<file path="config.mk">
export PLATFORM = sky130hd
export DESIGN_NAME = pwm_dbuf
export DESIGN_NICKNAME = d
export VERILOG_FILES = /design/src/design/pwm_dbuf_pkg.sv /design/src/design/pwm_dbuf.sv
export SDC_FILE = /design/constraint.sdc
export NUM_CORES = 1
export LEC_CHECK = 0
export BUFFER_PORTS_ARGS = -buffer_cell sky130_fd_sc_hd__clkbuf_2
export CORE_ASPECT_RATIO = 0.5
export CORE_MARGIN = 2
export CORE_UTILIZATION = 40
export DETAILED_ROUTE_END_ITERATION = 10
export MAX_ROUTING_LAYER = met4
export PLACE_DENSITY = 0.61
export SYNTH_ARGS = -nofsm -noshare
export SYNTH_HDL_FRONTEND = slang
export SYNTH_SLANG_ARGS = --single-unit
</file>
<file path="constraint.sdc">
create_clock -name i_core_clk -period 3.1 [get_ports i_core_clk]
set_input_delay 0.31 -clock i_core_clk [delete_from_list [all_inputs] [get_ports i_core_clk]]
set_output_delay 0.31 -clock i_core_clk [all_outputs]
set_load 0.02 [all_outputs]
</file>
<file path="src/design/pwm_dbuf_pkg.sv">
// package for the polarity-aware pwm output stage with double buffering
// assumes one core clock, avalon-mm register access, 32-bit data
package pwm_dbuf_pkg;
  localparam int unsigned NUM_CH   = 4;   // compare channels
  localparam int unsigned CNT_W    = 16;  // counter and compare width
  localparam int unsigned ADDR_W   = 4;   // word address width
  // register word offsets (byte address = offset * 4)
  localparam logic [3:0] OFS_CTRL_B    = 4'h0; // lock_update and dir
  localparam logic [3:0] OFS_CTRL_CLR  = 4'h1; // control_b_clear
  localparam logic [3:0] OFS_CTRL_SET  = 4'h2; // control_b_set
  localparam logic [3:0] OFS_STATUS    = 4'h3; // buffer valid flags
  localparam logic [3:0] OFS_EVCTRL    = 4'h4; // event_control
  localparam logic [3:0] OFS_WAVE_BUF  = 4'h5; // waveform buffer
  localparam logic [3:0] OFS_PER_BUF   = 4'h6; // period buffer
  localparam logic [3:0] OFS_PATTERN_REG_BUF  = 4'h7; // pattern_reg buffer
  localparam logic [3:0] OFS_CC0_BUF   = 4'h8; // compare_channel_0..3 buffers
  localparam logic [3:0] OFS_INT_FLAG  = 4'hC; // sticky interrupt status
  localparam logic [3:0] OFS_INT_MASK  = 4'hD; // interrupt mask
  localparam logic [3:0] OFS_ACTIVE    = 4'hE; // active wave and period
  // control_b fields
  localparam int unsigned LOCK_UPDATE_BIT     = 1;
  localparam int unsigned DIR_BIT      = 0;
  localparam int unsigned CMD_LSB      = 5;
  localparam logic [2:0]  CMD_UPDATE   = 3'h3;
  // event_control fields
  localparam int unsigned MCEO_LSB     = 24;
  localparam int unsigned MCEI_LSB     = 16;
  localparam int unsigned TCEI_LSB     = 14;
  localparam int unsigned TCINV_LSB    = 12;
  // waveform register fields
  localparam int unsigned WGEN_LSB     = 0;   // 2-bit generation mode
  localparam int unsigned POL_LSB      = 16;  // wave_polarity_x
  // status bit positions
  localparam int unsigned PATTBV_BIT   = 0;
  localparam int unsigned WAVEBV_BIT   = 1;
  localparam int unsigned PERBV_BIT    = 2;
  localparam int unsigned CCBV_LSB     = 3;
  // reset values
  localparam logic [31:0] RST_ZERO     = 32'h0000_0000;
  localparam logic [CNT_W-1:0] RST_PER = 16'hFFFF;
  typedef enum logic [1:0] {
    WG_NORMAL, WG_MFRQ, WG_NPWM, WG_DSPWM
  } wave_gen_t;
endpackage : pwm_dbuf_pkg

</file>
<file path="src/design/pwm_dbuf.sv">
// waveform output stage with polarity, double buffering and event gating
// assumes the counter state comes from a counter core on the same clock,
// and event inputs come from routing logic on the same clock
// Function
// - up single-slope pol0: set TOP, clear match
// - up single-slope pol1: set match, clear TOP
// - down single-slope pol0: set match, clear ZERO
// - down single-slope pol1: set ZERO, clear match
// - dual-slope pol0: set up-match, clear down-match
// - dual-slope pol1: set down-match, clear up-match
// - normal/match-frequency: polarity gives initial level
// - pattern, wave, period, compare all buffered
// - buffer-valid flag per buffer register
// - unlocked valid buffer copied at update
// - valid flags cleared by hardware after copy
// - update command applies buffers despite lock
// - channel event out enable per channel
// - channel event in enable per channel
// - counter event in enables gate inputs
// - counter event invert bits flip inputs
module pwm_dbuf
  import pwm_dbuf_pkg::*;
(
  // clock, reset, enable
  input  wire logic                          i_core_clk,
  input  wire logic                          i_rst_b,
  input  wire logic                          i_clk_en,
  // avalon-mm slave
  input  wire logic [pwm_dbuf_pkg::ADDR_W-1:0] i_address,
  input  wire logic                          i_read,
  input  wire logic                          i_write,
  input  wire logic [31:0]                   i_writedata,
  input  wire logic [3:0]                    i_byteenable,
  output logic      [31:0]                   o_readdata,
  output logic                               o_waitrequest,
  // counter state from counter core
  input  wire logic [pwm_dbuf_pkg::CNT_W-1:0] i_count,
  input  wire logic                          i_count_down,
  // events
  input  wire logic [pwm_dbuf_pkg::NUM_CH-1:0] i_ch_event,
  input  wire logic [1:0]                    i_tc_event,
  output logic      [pwm_dbuf_pkg::NUM_CH-1:0] o_ch_event,
  output logic      [pwm_dbuf_pkg::NUM_CH-1:0] o_ch_event_in,
  output logic      [1:0]                    o_tc_event,
  // waveform and interrupt
  output logic      [pwm_dbuf_pkg::NUM_CH-1:0] o_wave,
  output logic      [pwm_dbuf_pkg::NUM_CH-1:0] o_pattern,
  output logic      [pwm_dbuf_pkg::CNT_W-1:0] o_period,
  output logic                               o_irq
);
  import pwm_dbuf_pkg::*;

  // merge write data into an old value under byte enables
  function automatic logic [31:0] be_merge(input logic [31:0] old_v,
                                           input logic [31:0] new_v,
                                           input logic [3:0]  be);
    logic [31:0] r;
    r = old_v;
    for (int b = 0; b < 4; b++)
    begin
      if (be[b])
      begin
        r[b*8 +: 8] = new_v[b*8 +: 8];
      end
    end
    return r;
  endfunction : be_merge

  // registers
  logic [31:0]      ctrl_r, ctrl_nxt;        // lock_update, dir
  logic [31:0]      evctrl_r, evctrl_nxt;    // event_control
  logic [31:0]      wave_r, wave_nxt;        // active waveform
  logic [31:0]      wave_buf_r, wave_buf_nxt;
  logic [CNT_W-1:0] per_r, per_nxt;          // active period
  logic [CNT_W-1:0] per_buf_r, per_buf_nxt;
  logic [7:0]       pattern_reg_r, pattern_reg_nxt;        // active pattern
  logic [7:0]       pattern_reg_buf_r, pattern_reg_buf_nxt;
  logic [CNT_W-1:0] cc_r     [NUM_CH];       // active compare
  logic [CNT_W-1:0] cc_nxt   [NUM_CH];
  logic [CNT_W-1:0] cc_buf_r [NUM_CH];       // compare buffers
  logic [CNT_W-1:0] cc_buf_nxt [NUM_CH];
  logic [6:0]       bufv_r, bufv_nxt;        // buffer valid flags
  logic [6:0]       int_r, int_nxt;          // sticky status
  logic [6:0]       mask_r, mask_nxt;        // interrupt mask
  logic [NUM_CH-1:0] wv_r, wv_nxt;           // waveform levels
  logic [31:0]      rdata_r, rdata_nxt;
  logic             ack_r, ack_nxt;          // one-cycle answer
  logic [NUM_CH-1:0] evo_r, evo_nxt;
  logic [NUM_CH-1:0] evi_r, evi_nxt;
  logic [1:0]       tce_r, tce_nxt;

  // decoded strobes and conditions
  logic              wr_go;                  // accepted write
  logic              at_top, at_zero;
  logic              upd_hw, upd_cmd, do_upd;
  logic [NUM_CH-1:0] match;
  wave_gen_t         wmode;

  // writes commit at the edge that ends the wait, reads load one edge earlier;
  // a frozen clock keeps the wait up so nothing is lost while disabled
  assign wr_go         = i_write && ack_r;
  assign o_waitrequest = (i_read || i_write) && !(ack_r && i_clk_en);
  assign at_top        = (i_count == per_r);
  assign at_zero       = (i_count == '0);
  assign wmode         = wave_gen_t'(wave_r[WGEN_LSB +: 2]);
  // cycle end marks the update point
  assign upd_hw  = i_count_down ? at_zero : at_top;
  assign upd_cmd = wr_go && (i_address == OFS_CTRL_SET) && i_byteenable[0]
                   && (i_writedata[CMD_LSB +: 3] == CMD_UPDATE);
  // command bypasses lock, hardware update waits for unlock
  assign do_upd  = upd_cmd || (upd_hw && !ctrl_r[LOCK_UPDATE_BIT]);

  // compare match per channel
  generate
    for (genvar g = 0; g < NUM_CH; g++)
    begin : g_match
      assign match[g] = (i_count == cc_r[g]);
    end
  endgenerate

  // next-state for registers, buffers and flags
  always_comb
  begin
    ctrl_nxt   = ctrl_r;
    evctrl_nxt = evctrl_r;
    wave_nxt   = wave_r;
    wave_buf_nxt = wave_buf_r;
    per_nxt    = per_r;
    per_buf_nxt = per_buf_r;
    pattern_reg_nxt   = pattern_reg_r;
    pattern_reg_buf_nxt = pattern_reg_buf_r;
    cc_nxt     = cc_r;
    cc_buf_nxt = cc_buf_r;
    bufv_nxt   = bufv_r;
    mask_nxt   = mask_r;
    int_nxt    = int_r;
    // copy valid buffers into active registers
    if (do_upd)
    begin
      if (bufv_r[PATTBV_BIT]) pattern_reg_nxt = pattern_reg_buf_r;
      if (bufv_r[WAVEBV_BIT]) wave_nxt = wave_buf_r;
      if (bufv_r[PERBV_BIT])  per_nxt  = per_buf_r;
      for (int c = 0; c < NUM_CH; c++)
      begin
        if (bufv_r[CCBV_LSB + c]) cc_nxt[c] = cc_buf_r[c];
      end
      int_nxt  = int_r | bufv_r;     // copy event per buffer
      bufv_nxt = '0;
    end
    // software writes; staging sets the valid flag after a copy clears
    if (wr_go)
    begin
      case (i_address)
        OFS_CTRL_B:   ctrl_nxt = be_merge(ctrl_r, i_writedata, i_byteenable);
        OFS_CTRL_CLR: if (i_byteenable[0])
                      begin
                        ctrl_nxt[1:0] = ctrl_r[1:0] & ~i_writedata[1:0];
                      end
        OFS_CTRL_SET: if (i_byteenable[0])
                      begin
                        ctrl_nxt[1:0] = ctrl_r[1:0] | i_writedata[1:0];
                      end
        OFS_EVCTRL:   evctrl_nxt = be_merge(evctrl_r, i_writedata,
                                            i_byteenable);
        OFS_WAVE_BUF:
        begin
          wave_buf_nxt = be_merge(wave_buf_r, i_writedata, i_byteenable);
          bufv_nxt[WAVEBV_BIT] = 1'b1;
        end
        OFS_PER_BUF:
        begin
          per_buf_nxt = CNT_W'(be_merge({16'h0000, per_buf_r}, i_writedata,
                                        i_byteenable));
          bufv_nxt[PERBV_BIT] = 1'b1;
        end
        OFS_PATTERN_REG_BUF:
        begin
          pattern_reg_buf_nxt = 8'(be_merge({24'h000000, pattern_reg_buf_r}, i_writedata,
                                     i_byteenable));
          bufv_nxt[PATTBV_BIT] = 1'b1;
        end
        OFS_INT_FLAG: int_nxt  = int_nxt & ~i_writedata[6:0];
        OFS_INT_MASK: mask_nxt = i_writedata[6:0];
        default:
        begin
          // compare buffers occupy four consecutive words
          if (i_address >= OFS_CC0_BUF && i_address < OFS_INT_FLAG)
          begin
            cc_buf_nxt[i_address[1:0]] = CNT_W'(be_merge(
              {16'h0000, cc_buf_r[i_address[1:0]]}, i_writedata,
              i_byteenable));
            bufv_nxt[CCBV_LSB + 32'(i_address[1:0])] = 1'b1;
          end
        end
      endcase
      // a copy in this cycle still sets its flag over the clear
      if (do_upd && i_address == OFS_INT_FLAG)
      begin
        int_nxt = (int_r & ~i_writedata[6:0]) | bufv_r;
      end
    end
  end

  // waveform level next-state
  always_comb
  begin
    wv_nxt = wv_r;
    for (int c = 0; c < NUM_CH; c++)
    begin
      case (wmode)
        WG_NPWM:
        begin
          if (!i_count_down)
          begin
            if (!wave_r[POL_LSB + c])
            begin
              if (match[c])    wv_nxt[c] = 1'b0;
              else if (at_top) wv_nxt[c] = 1'b1;
            end
            else
            begin
              if (at_top)        wv_nxt[c] = 1'b0;
              else if (match[c]) wv_nxt[c] = 1'b1;
            end
          end
          else
          begin
            if (!wave_r[POL_LSB + c])
            begin
              if (at_zero)       wv_nxt[c] = 1'b0;
              else if (match[c]) wv_nxt[c] = 1'b1;
            end
            else
            begin
              if (match[c])     wv_nxt[c] = 1'b0;
              else if (at_zero) wv_nxt[c] = 1'b1;
            end
          end
        end
        WG_DSPWM:
        begin
          if (match[c])
          begin
            // up-match sets for pol0, down-match sets for pol1
            wv_nxt[c] = i_count_down ~^ wave_r[POL_LSB + c];
          end
        end
        default:
        begin
          // normal and match frequency start from the polarity level
          if (wave_r[WGEN_LSB +: 2] != wave_buf_r[WGEN_LSB +: 2] &&
              do_upd && bufv_r[WAVEBV_BIT])
          begin
            wv_nxt[c] = wave_buf_r[POL_LSB + c];
          end
          else if (match[c] && wmode == WG_MFRQ)
          begin
            wv_nxt[c] = ~wv_r[c];
          end
        end
      endcase
    end
    // outside pwm modes with no toggle the level follows polarity
    if (wmode == WG_NORMAL)
    begin
      wv_nxt = wave_r[POL_LSB +: NUM_CH];
    end
  end

  // event gating and register read
  always_comb
  begin
    evo_nxt = match & evctrl_r[MCEO_LSB +: NUM_CH];
    evi_nxt = i_ch_event & evctrl_r[MCEI_LSB +: NUM_CH];
    tce_nxt = (i_tc_event ^ evctrl_r[TCINV_LSB +: 2])
              & evctrl_r[TCEI_LSB +: 2];
    ack_nxt = (i_read || i_write) && !ack_r;
    rdata_nxt = RST_ZERO;
    if (i_read && !ack_r)
    begin
      case (i_address)
        OFS_CTRL_B, OFS_CTRL_CLR, OFS_CTRL_SET:
                      rdata_nxt = {30'h0, ctrl_r[1:0]};
        OFS_STATUS:   rdata_nxt = {25'h0, bufv_r};
        OFS_EVCTRL:   rdata_nxt = evctrl_r & 32'h0F0F_F7FF;
        OFS_WAVE_BUF: rdata_nxt = wave_buf_r;
        OFS_PER_BUF:  rdata_nxt = {16'h0000, per_buf_r};
        OFS_PATTERN_REG_BUF: rdata_nxt = {24'h000000, pattern_reg_buf_r};
        OFS_INT_FLAG: rdata_nxt = {25'h0, int_r};
        OFS_INT_MASK: rdata_nxt = {25'h0, mask_r};
        OFS_ACTIVE:   rdata_nxt = {per_r, wave_r[15:0]};
        default:
        begin
          if (i_address >= OFS_CC0_BUF && i_address < OFS_INT_FLAG)
          begin
            rdata_nxt = {16'h0000, cc_buf_r[i_address[1:0]]};
          end
        end
      endcase
    end
  end

  // state registers
  always_ff @(posedge i_core_clk or negedge i_rst_b)
  begin
    if (!i_rst_b)
    begin
      ctrl_r      <= RST_ZERO;
      evctrl_r    <= RST_ZERO;
      wave_r      <= RST_ZERO;
      wave_buf_r  <= RST_ZERO;
      per_r       <= RST_PER;
      per_buf_r   <= RST_PER;
      pattern_reg_r      <= 8'h00;
      pattern_reg_buf_r  <= 8'h00;
      for (int c = 0; c < NUM_CH; c++)
      begin
        cc_r[c]     <= '0;
        cc_buf_r[c] <= '0;
      end
      bufv_r      <= '0;
      int_r       <= '0;
      mask_r      <= '0;
      wv_r        <= '0;
      rdata_r     <= RST_ZERO;
      ack_r       <= 1'b0;
      evo_r       <= '0;
      evi_r       <= '0;
      tce_r       <= '0;
    end
    else if (i_clk_en)
    begin
      ctrl_r      <= ctrl_nxt;
      evctrl_r    <= evctrl_nxt;
      wave_r      <= wave_nxt;
      wave_buf_r  <= wave_buf_nxt;
      per_r       <= per_nxt;
      per_buf_r   <= per_buf_nxt;
      pattern_reg_r      <= pattern_reg_nxt;
      pattern_reg_buf_r  <= pattern_reg_buf_nxt;
      cc_r        <= cc_nxt;
      cc_buf_r    <= cc_buf_nxt;
      bufv_r      <= bufv_nxt;
      int_r       <= int_nxt;
      mask_r      <= mask_nxt;
      wv_r        <= wv_nxt;
      rdata_r     <= rdata_nxt;
      ack_r       <= ack_nxt;
      evo_r       <= evo_nxt;
      evi_r       <= evi_nxt;
      tce_r       <= tce_nxt;
    end
  end

  // outputs
  assign o_readdata    = rdata_r;
  assign o_wave        = wv_r;
  assign o_pattern     = pattern_reg_r[NUM_CH-1:0];
  assign o_period      = per_r;
  assign o_ch_event    = evo_r;
  assign o_ch_event_in = evi_r;
  assign o_tc_event    = tce_r;
  assign o_irq         = |(int_r & mask_r);

  // assertions
  a_lock_holds_flags: assert property (@(posedge i_core_clk)
    disable iff (!i_rst_b)
    (i_clk_en && ctrl_r[LOCK_UPDATE_BIT] && !upd_cmd && !wr_go)
      |=> (bufv_r == $past(bufv_r)))
    else $error("valid flags changed while locked");
  a_update_clears_flags: assert property (@(posedge i_core_clk)
    disable iff (!i_rst_b)
    (i_clk_en && do_upd && !wr_go) |=> (bufv_r == '0))
    else $error("valid flags not cleared after update");
  a_cmd_copies_period: assert property (@(posedge i_core_clk)
    disable iff (!i_rst_b)
    (i_clk_en && upd_cmd && bufv_r[PERBV_BIT]) |=> (per_r == $past(per_buf_r)))
    else $error("update command did not copy period");
  a_hw_copies_cc0: assert property (@(posedge i_core_clk)
    disable iff (!i_rst_b)
    (i_clk_en && upd_hw && !ctrl_r[LOCK_UPDATE_BIT] && bufv_r[CCBV_LSB])
      |=> (cc_r[0] == $past(cc_buf_r[0])))
    else $error("compare 0 not copied at update");
  a_write_sets_valid: assert property (@(posedge i_core_clk)
    disable iff (!i_rst_b)
    (i_clk_en && wr_go && i_address == OFS_PER_BUF) |=> bufv_r[PERBV_BIT])
    else $error("period buffer valid not set");
  a_up_pol0_clear: assert property (@(posedge i_core_clk)
    disable iff (!i_rst_b)
    (i_clk_en && wmode == WG_NPWM && !i_count_down && !wave_r[POL_LSB]
     && match[0]) |=> !wv_r[0])
    else $error("output not cleared on match");
  a_up_pol1_set: assert property (@(posedge i_core_clk)
    disable iff (!i_rst_b)
    (i_clk_en && wmode == WG_NPWM && !i_count_down && wave_r[POL_LSB]
     && match[0] && !at_top) |=> wv_r[0])
    else $error("output not set on match");
  a_down_pol0_clear: assert property (@(posedge i_core_clk)
    disable iff (!i_rst_b)
    (i_clk_en && wmode == WG_NPWM && i_count_down && !wave_r[POL_LSB]
     && at_zero) |=> !wv_r[0])
    else $error("output not cleared at zero");
  a_dual_pol0_set: assert property (@(posedge i_core_clk)
    disable iff (!i_rst_b)
    (i_clk_en && wmode == WG_DSPWM && !i_count_down && !wave_r[POL_LSB]
     && match[0]) |=> wv_r[0])
    else $error("dual slope up match did not set");
  a_event_gate: assert property (@(posedge i_core_clk)
    disable iff (!i_rst_b)
    (i_clk_en && !evctrl_r[MCEO_LSB]) |=> !o_ch_event[0])
    else $error("event emitted while disabled");
  c_cmd_update: cover property (@(posedge i_core_clk) disable iff (!i_rst_b)
    upd_cmd && ctrl_r[LOCK_UPDATE_BIT]);
  c_hw_update: cover property (@(posedge i_core_clk) disable iff (!i_rst_b)
    upd_hw && |bufv_r && !ctrl_r[LOCK_UPDATE_BIT]);
  c_dual_slope: cover property (@(posedge i_core_clk) disable iff (!i_rst_b)
    wmode == WG_DSPWM && match[0]);
endmodule : pwm_dbuf

</file>
==> qor.csv <==
stage,metric,value,unit
final_layout,multi_input_area,6460,sq um
grt,grt_pass1_vias,11700,
yosys,ys_warn_count,0,
yosys,synthAdderAreaFrac,1.42,%
floorplan,io_pins,136,
grt,grt_max_degree,106,
outcome,status,completed,
detailed_routing,avgRoutedWirePerCell,23.8,microns
clocking,cts_root_buffer,clkbuf_16,
setup_path,crit_type,flop to flop,
place,globalplace.congestion,0.959,
place,dp_hpwl,33.9,mm
run,cap_viol_max_count,0,
min_path,whs_path_depth,4,
setup_path,critPathMaxFanout,16,
yosys,synthDominantCellAreaShare,47.5,%
yosys,synth_area_per_cell,11.8,sq um
detailed_routing,drc_errors,0,
setup_path,endpoint_kind,flop,
timing,setup_viol,0,
yosys,ys.flop_type,dfrtp_1,
final_layout,areaGrowthSynthToFinish,18.0,%
final_layout,seq_area,7970,sq um
timing,finalSetupTns,0,ns
setup_path,r2r_cells,8,
timing,drv_slew,0,
yosys,yosys-top-cells-area,"dfrtp_1 47%, mux2_2 15%, dfstp_2 5.6%",
yosys,synth_mux_area_share,18.5,%
timing,fin_crit_sh,95.3,%
timing,slew_headroom,28.5,%
pwr,finalPower,0.00912,W
yosys,yosys.area_share.simple,7.32,%
grt,grt_overflow,0,
clocking,cts.htree.levels,1,
clocking,cts_inserted_buffers,30,
detailed_routing,ant_nets,0,
final_layout,nets,1524,
yosys,synth-compound-area-share,10.7,%
final_layout,final_cells,1958,
grt,antenna_found_initial,2,
detailed_routing,vias,11100,
grt,grt_pass1_wl,72.5,mm
final_layout,n_fill_cell,3328,
yosys,synth_seq_cells,317,
clocking,clockBufferDepth,3,
min_path,hp-class,primary input to flop,
clocking,clk_pin_slew,0.07,ns
setup_path,required,3.55,ns
floorplan,die_width,278,microns
detailed_routing,routed_wl,46.6,mm
timing,worst_slew_pin_slew,1.07,ns
clocking,cts.sinks,317,
floorplan,dieArea,39200,sq um
clocking,post_cts_buffers,0,
timing,fin_crit,2.96,ns
yosys,synth_nets,1353,
yosys,synth_top_family_by_area,multiplexers,
detailed_routing,dr.first_iter.drc_count,991,
yosys,postSynthCellCount,1268,
final_layout,layout-drive-gt1-share,34.5,%
yosys,synth_xor_area_share,5.13,%
detailed_routing,first_pass_iters,5,
pwr,ir_drop,0.000411,V
floorplan,rows,50,
setup_path,critPathLaunchType,flop,
floorplan,coreArea,37200,sq um
timing,rsz0062_at_grt,false,
detailed_routing,routed_via_density,5.67,
setup_path,crit_arrival,3.41,ns
clocking,insertion_delay,0.59,ns
yosys,synth_top_cell_by_area,dfrtp_1,
yosys,synth-seq-area-share,53.1,%
floorplan,start_util,40.3,%
timing,fmax,0.338,GHz
yosys,syn_area,15000,sq um
timing,finalClockSkew,0.0196,ns
place,place_inst,1879,
floorplan,die_h,141,microns
yosys,synth_edf_count,0,
pwr,powerDensity,515,nW/um^2
pwr,leakage,8.36,nW
timing,hold_viol,0,
place,dp_slack,0.0392,ns
yosys,ys_types,55,
place,io_buffers,135,
timing,fin_ws,0.144,ns
clocking,cts_tree,built,
yosys,async_flop_share,100,%
grt,grt_usage,25.0,%
setup_path,reg2reg_slack,0.14,ns
-- worst paths after layout --
| path | endpoint | start |
|---|---|---|
| max reg2reg | cc_r[26] | o_period[5] |
| max | cc_r[26] | o_period[5] |
| max in group asynchronous | o_period[9] | i_rst_b |
| min reg2reg | pattern_reg_r[2] | pattern_reg_r[2] |
| min | o_tc_event[1] | i_tc_event[1] |
| min in group asynchronous | cc_buf_r[30] | i_rst_b |
-- logic make-up (layout without fill, tap and decap cells) --
logic type                 after synthesis  count (layout)
DFF                                    317             317
AOI/OAI and AO/OA                      245             245
muxes                                  233             233
and+or+nand+nor                        228             228
buffers and inverters                  140             334
xor gates and xnor gates                88              88
adders and majority gates               17              17
other                                    0               2
-- through the flow --
stage / util, % / hold WS (ns) / cell area, sq um
detailed placement: 44.3 / 0.444 / 16500
global route: 47.6 / 0.0197 / 17700
finish: 47.6 / 0.0346 / 17700
floorplan: - / 0.0144 / 15000
CTS: 47.6 / 0.00944 / 17700
global placement: 44.3 / 0.430 / 16500
-- state kept, by name (all words and copies together) (netlist names) --
signal	count
o_ch_event_in	4
cc_r	64
int_r	7
pattern_reg_buf_r	8
ack_r	1
per_buf_r	16
mask_r	7
o_readdata	32
wave_buf_r	32
bufv_r	7
o_tc_event	2
cc_buf_r	64
o_wave	4
o_period	16
pattern_reg_r	4
ctrl_r	2
o_ch_event	4
wave_r	20
evctrl_r	23
-- worst max-delay path, cell delays in order (launching register included) --
cell and delay (ns):
dfstp_2 0.54, xnor2_1 0.17, nand4_1 0.16, or4_4 0.60, mux2_2 0.33, o21ai_4 0.33, nand3_2 0.13, buf_4 0.26
mux2_2 0.30
-- power by group --
group          total [W]  switching, W  internal [W]
clock network    0.00371       0.00164       0.00207
registers        0.00456      0.000193       0.00436
logic           0.000855      0.000509      0.000346
-- cells in the mapped netlist, types with 2 or more instances --
cell / number
nor2_1: 11
a22oi_1: 32
dfstp_2: 32
and2_1: 9
mux4_2: 16
a222oi_1: 17
nor4_1: 17
nand2_1: 121
o221ai_1: 4
o21ai_0: 88
dfrtp_1: 285
a22o_1: 7
o211ai_1: 4
ha_1: 17
a221oi_1: 5
and3_1: 10
buf_6: 5
xor2_1: 52
clkbuf_1: 59
buf_4: 2
o21bai_1: 2
a21oi_1: 26
nand3_2: 5
a32oi_1: 2
a21o_1: 2
a31o_2: 3
o2bb2ai_1: 3
inv_1: 57
a31oi_1: 2
buf_2: 13
mux2i_1: 23
nand4_1: 17
nor2b_1: 5
buf_1: 4
a32o_1: 3
o22ai_1: 36
nand2b_1: 2
nand3_1: 22
mux2_2: 194
xnor2_1: 36
or3_1: 4
-- cells in the final DEF (no fill, tap or decap), types with 10 or more instances in the layout --
cell,netlist,routed
nand2_1,121,121
o21ai_0,88,88
clkinv_2,0,13
dfrtp_1,285,285
mux2_2,194,194
nand4_1,17,17
xnor2_1,36,36
mux4_2,16,16
nor2_1,11,11
a222oi_1,17,17
a22oi_1,32,32
dlygate4sd3_1,0,22
mux2i_1,23,23
nor4_1,17,17
o22ai_1,36,36
and3_1,10,10
nand3_1,22,22
clkbuf_16,0,30
xor2_1,52,52
a21oi_1,26,26
clkbuf_2,0,134
ha_1,17,17
inv_1,57,57
dfstp_2,32,32
buf_4,2,60
-- cell type report --
cell class                      instances  area share (%)
Clock inverter                         16           0.876
Clock buffer                           39            4.71
Sequential cell                       317            45.0
Timing Repair Buffer                  222            8.22
Inverter                               57            1.21
Tap cell                              494            3.49
Antenna cell                            2          0.0282
Multi-Input combinational cell        811            36.5
-- per-layer routing --
| metal | vias to the layer above | GRT usage, % | wire (microns) |
|---|---|---|---|
| met5 | - | - | 0 |
| met4 | 0 | 6.80 | 1180 |
| met3 | 85 | 5.14 | 2920 |
| met1 | 5730 | 33.8 | 21100 |
| li1 | 4911 | - | - |
| met2 | 372 | 38.4 | 21500 |
-- repair_timing --
item	4_1_cts	5_1_grt
hold buffers	22	0
endpoints found under the hold margin	110	0
resized for setup	0	0
No activity file was read; power rests on OpenSTA's default activity.
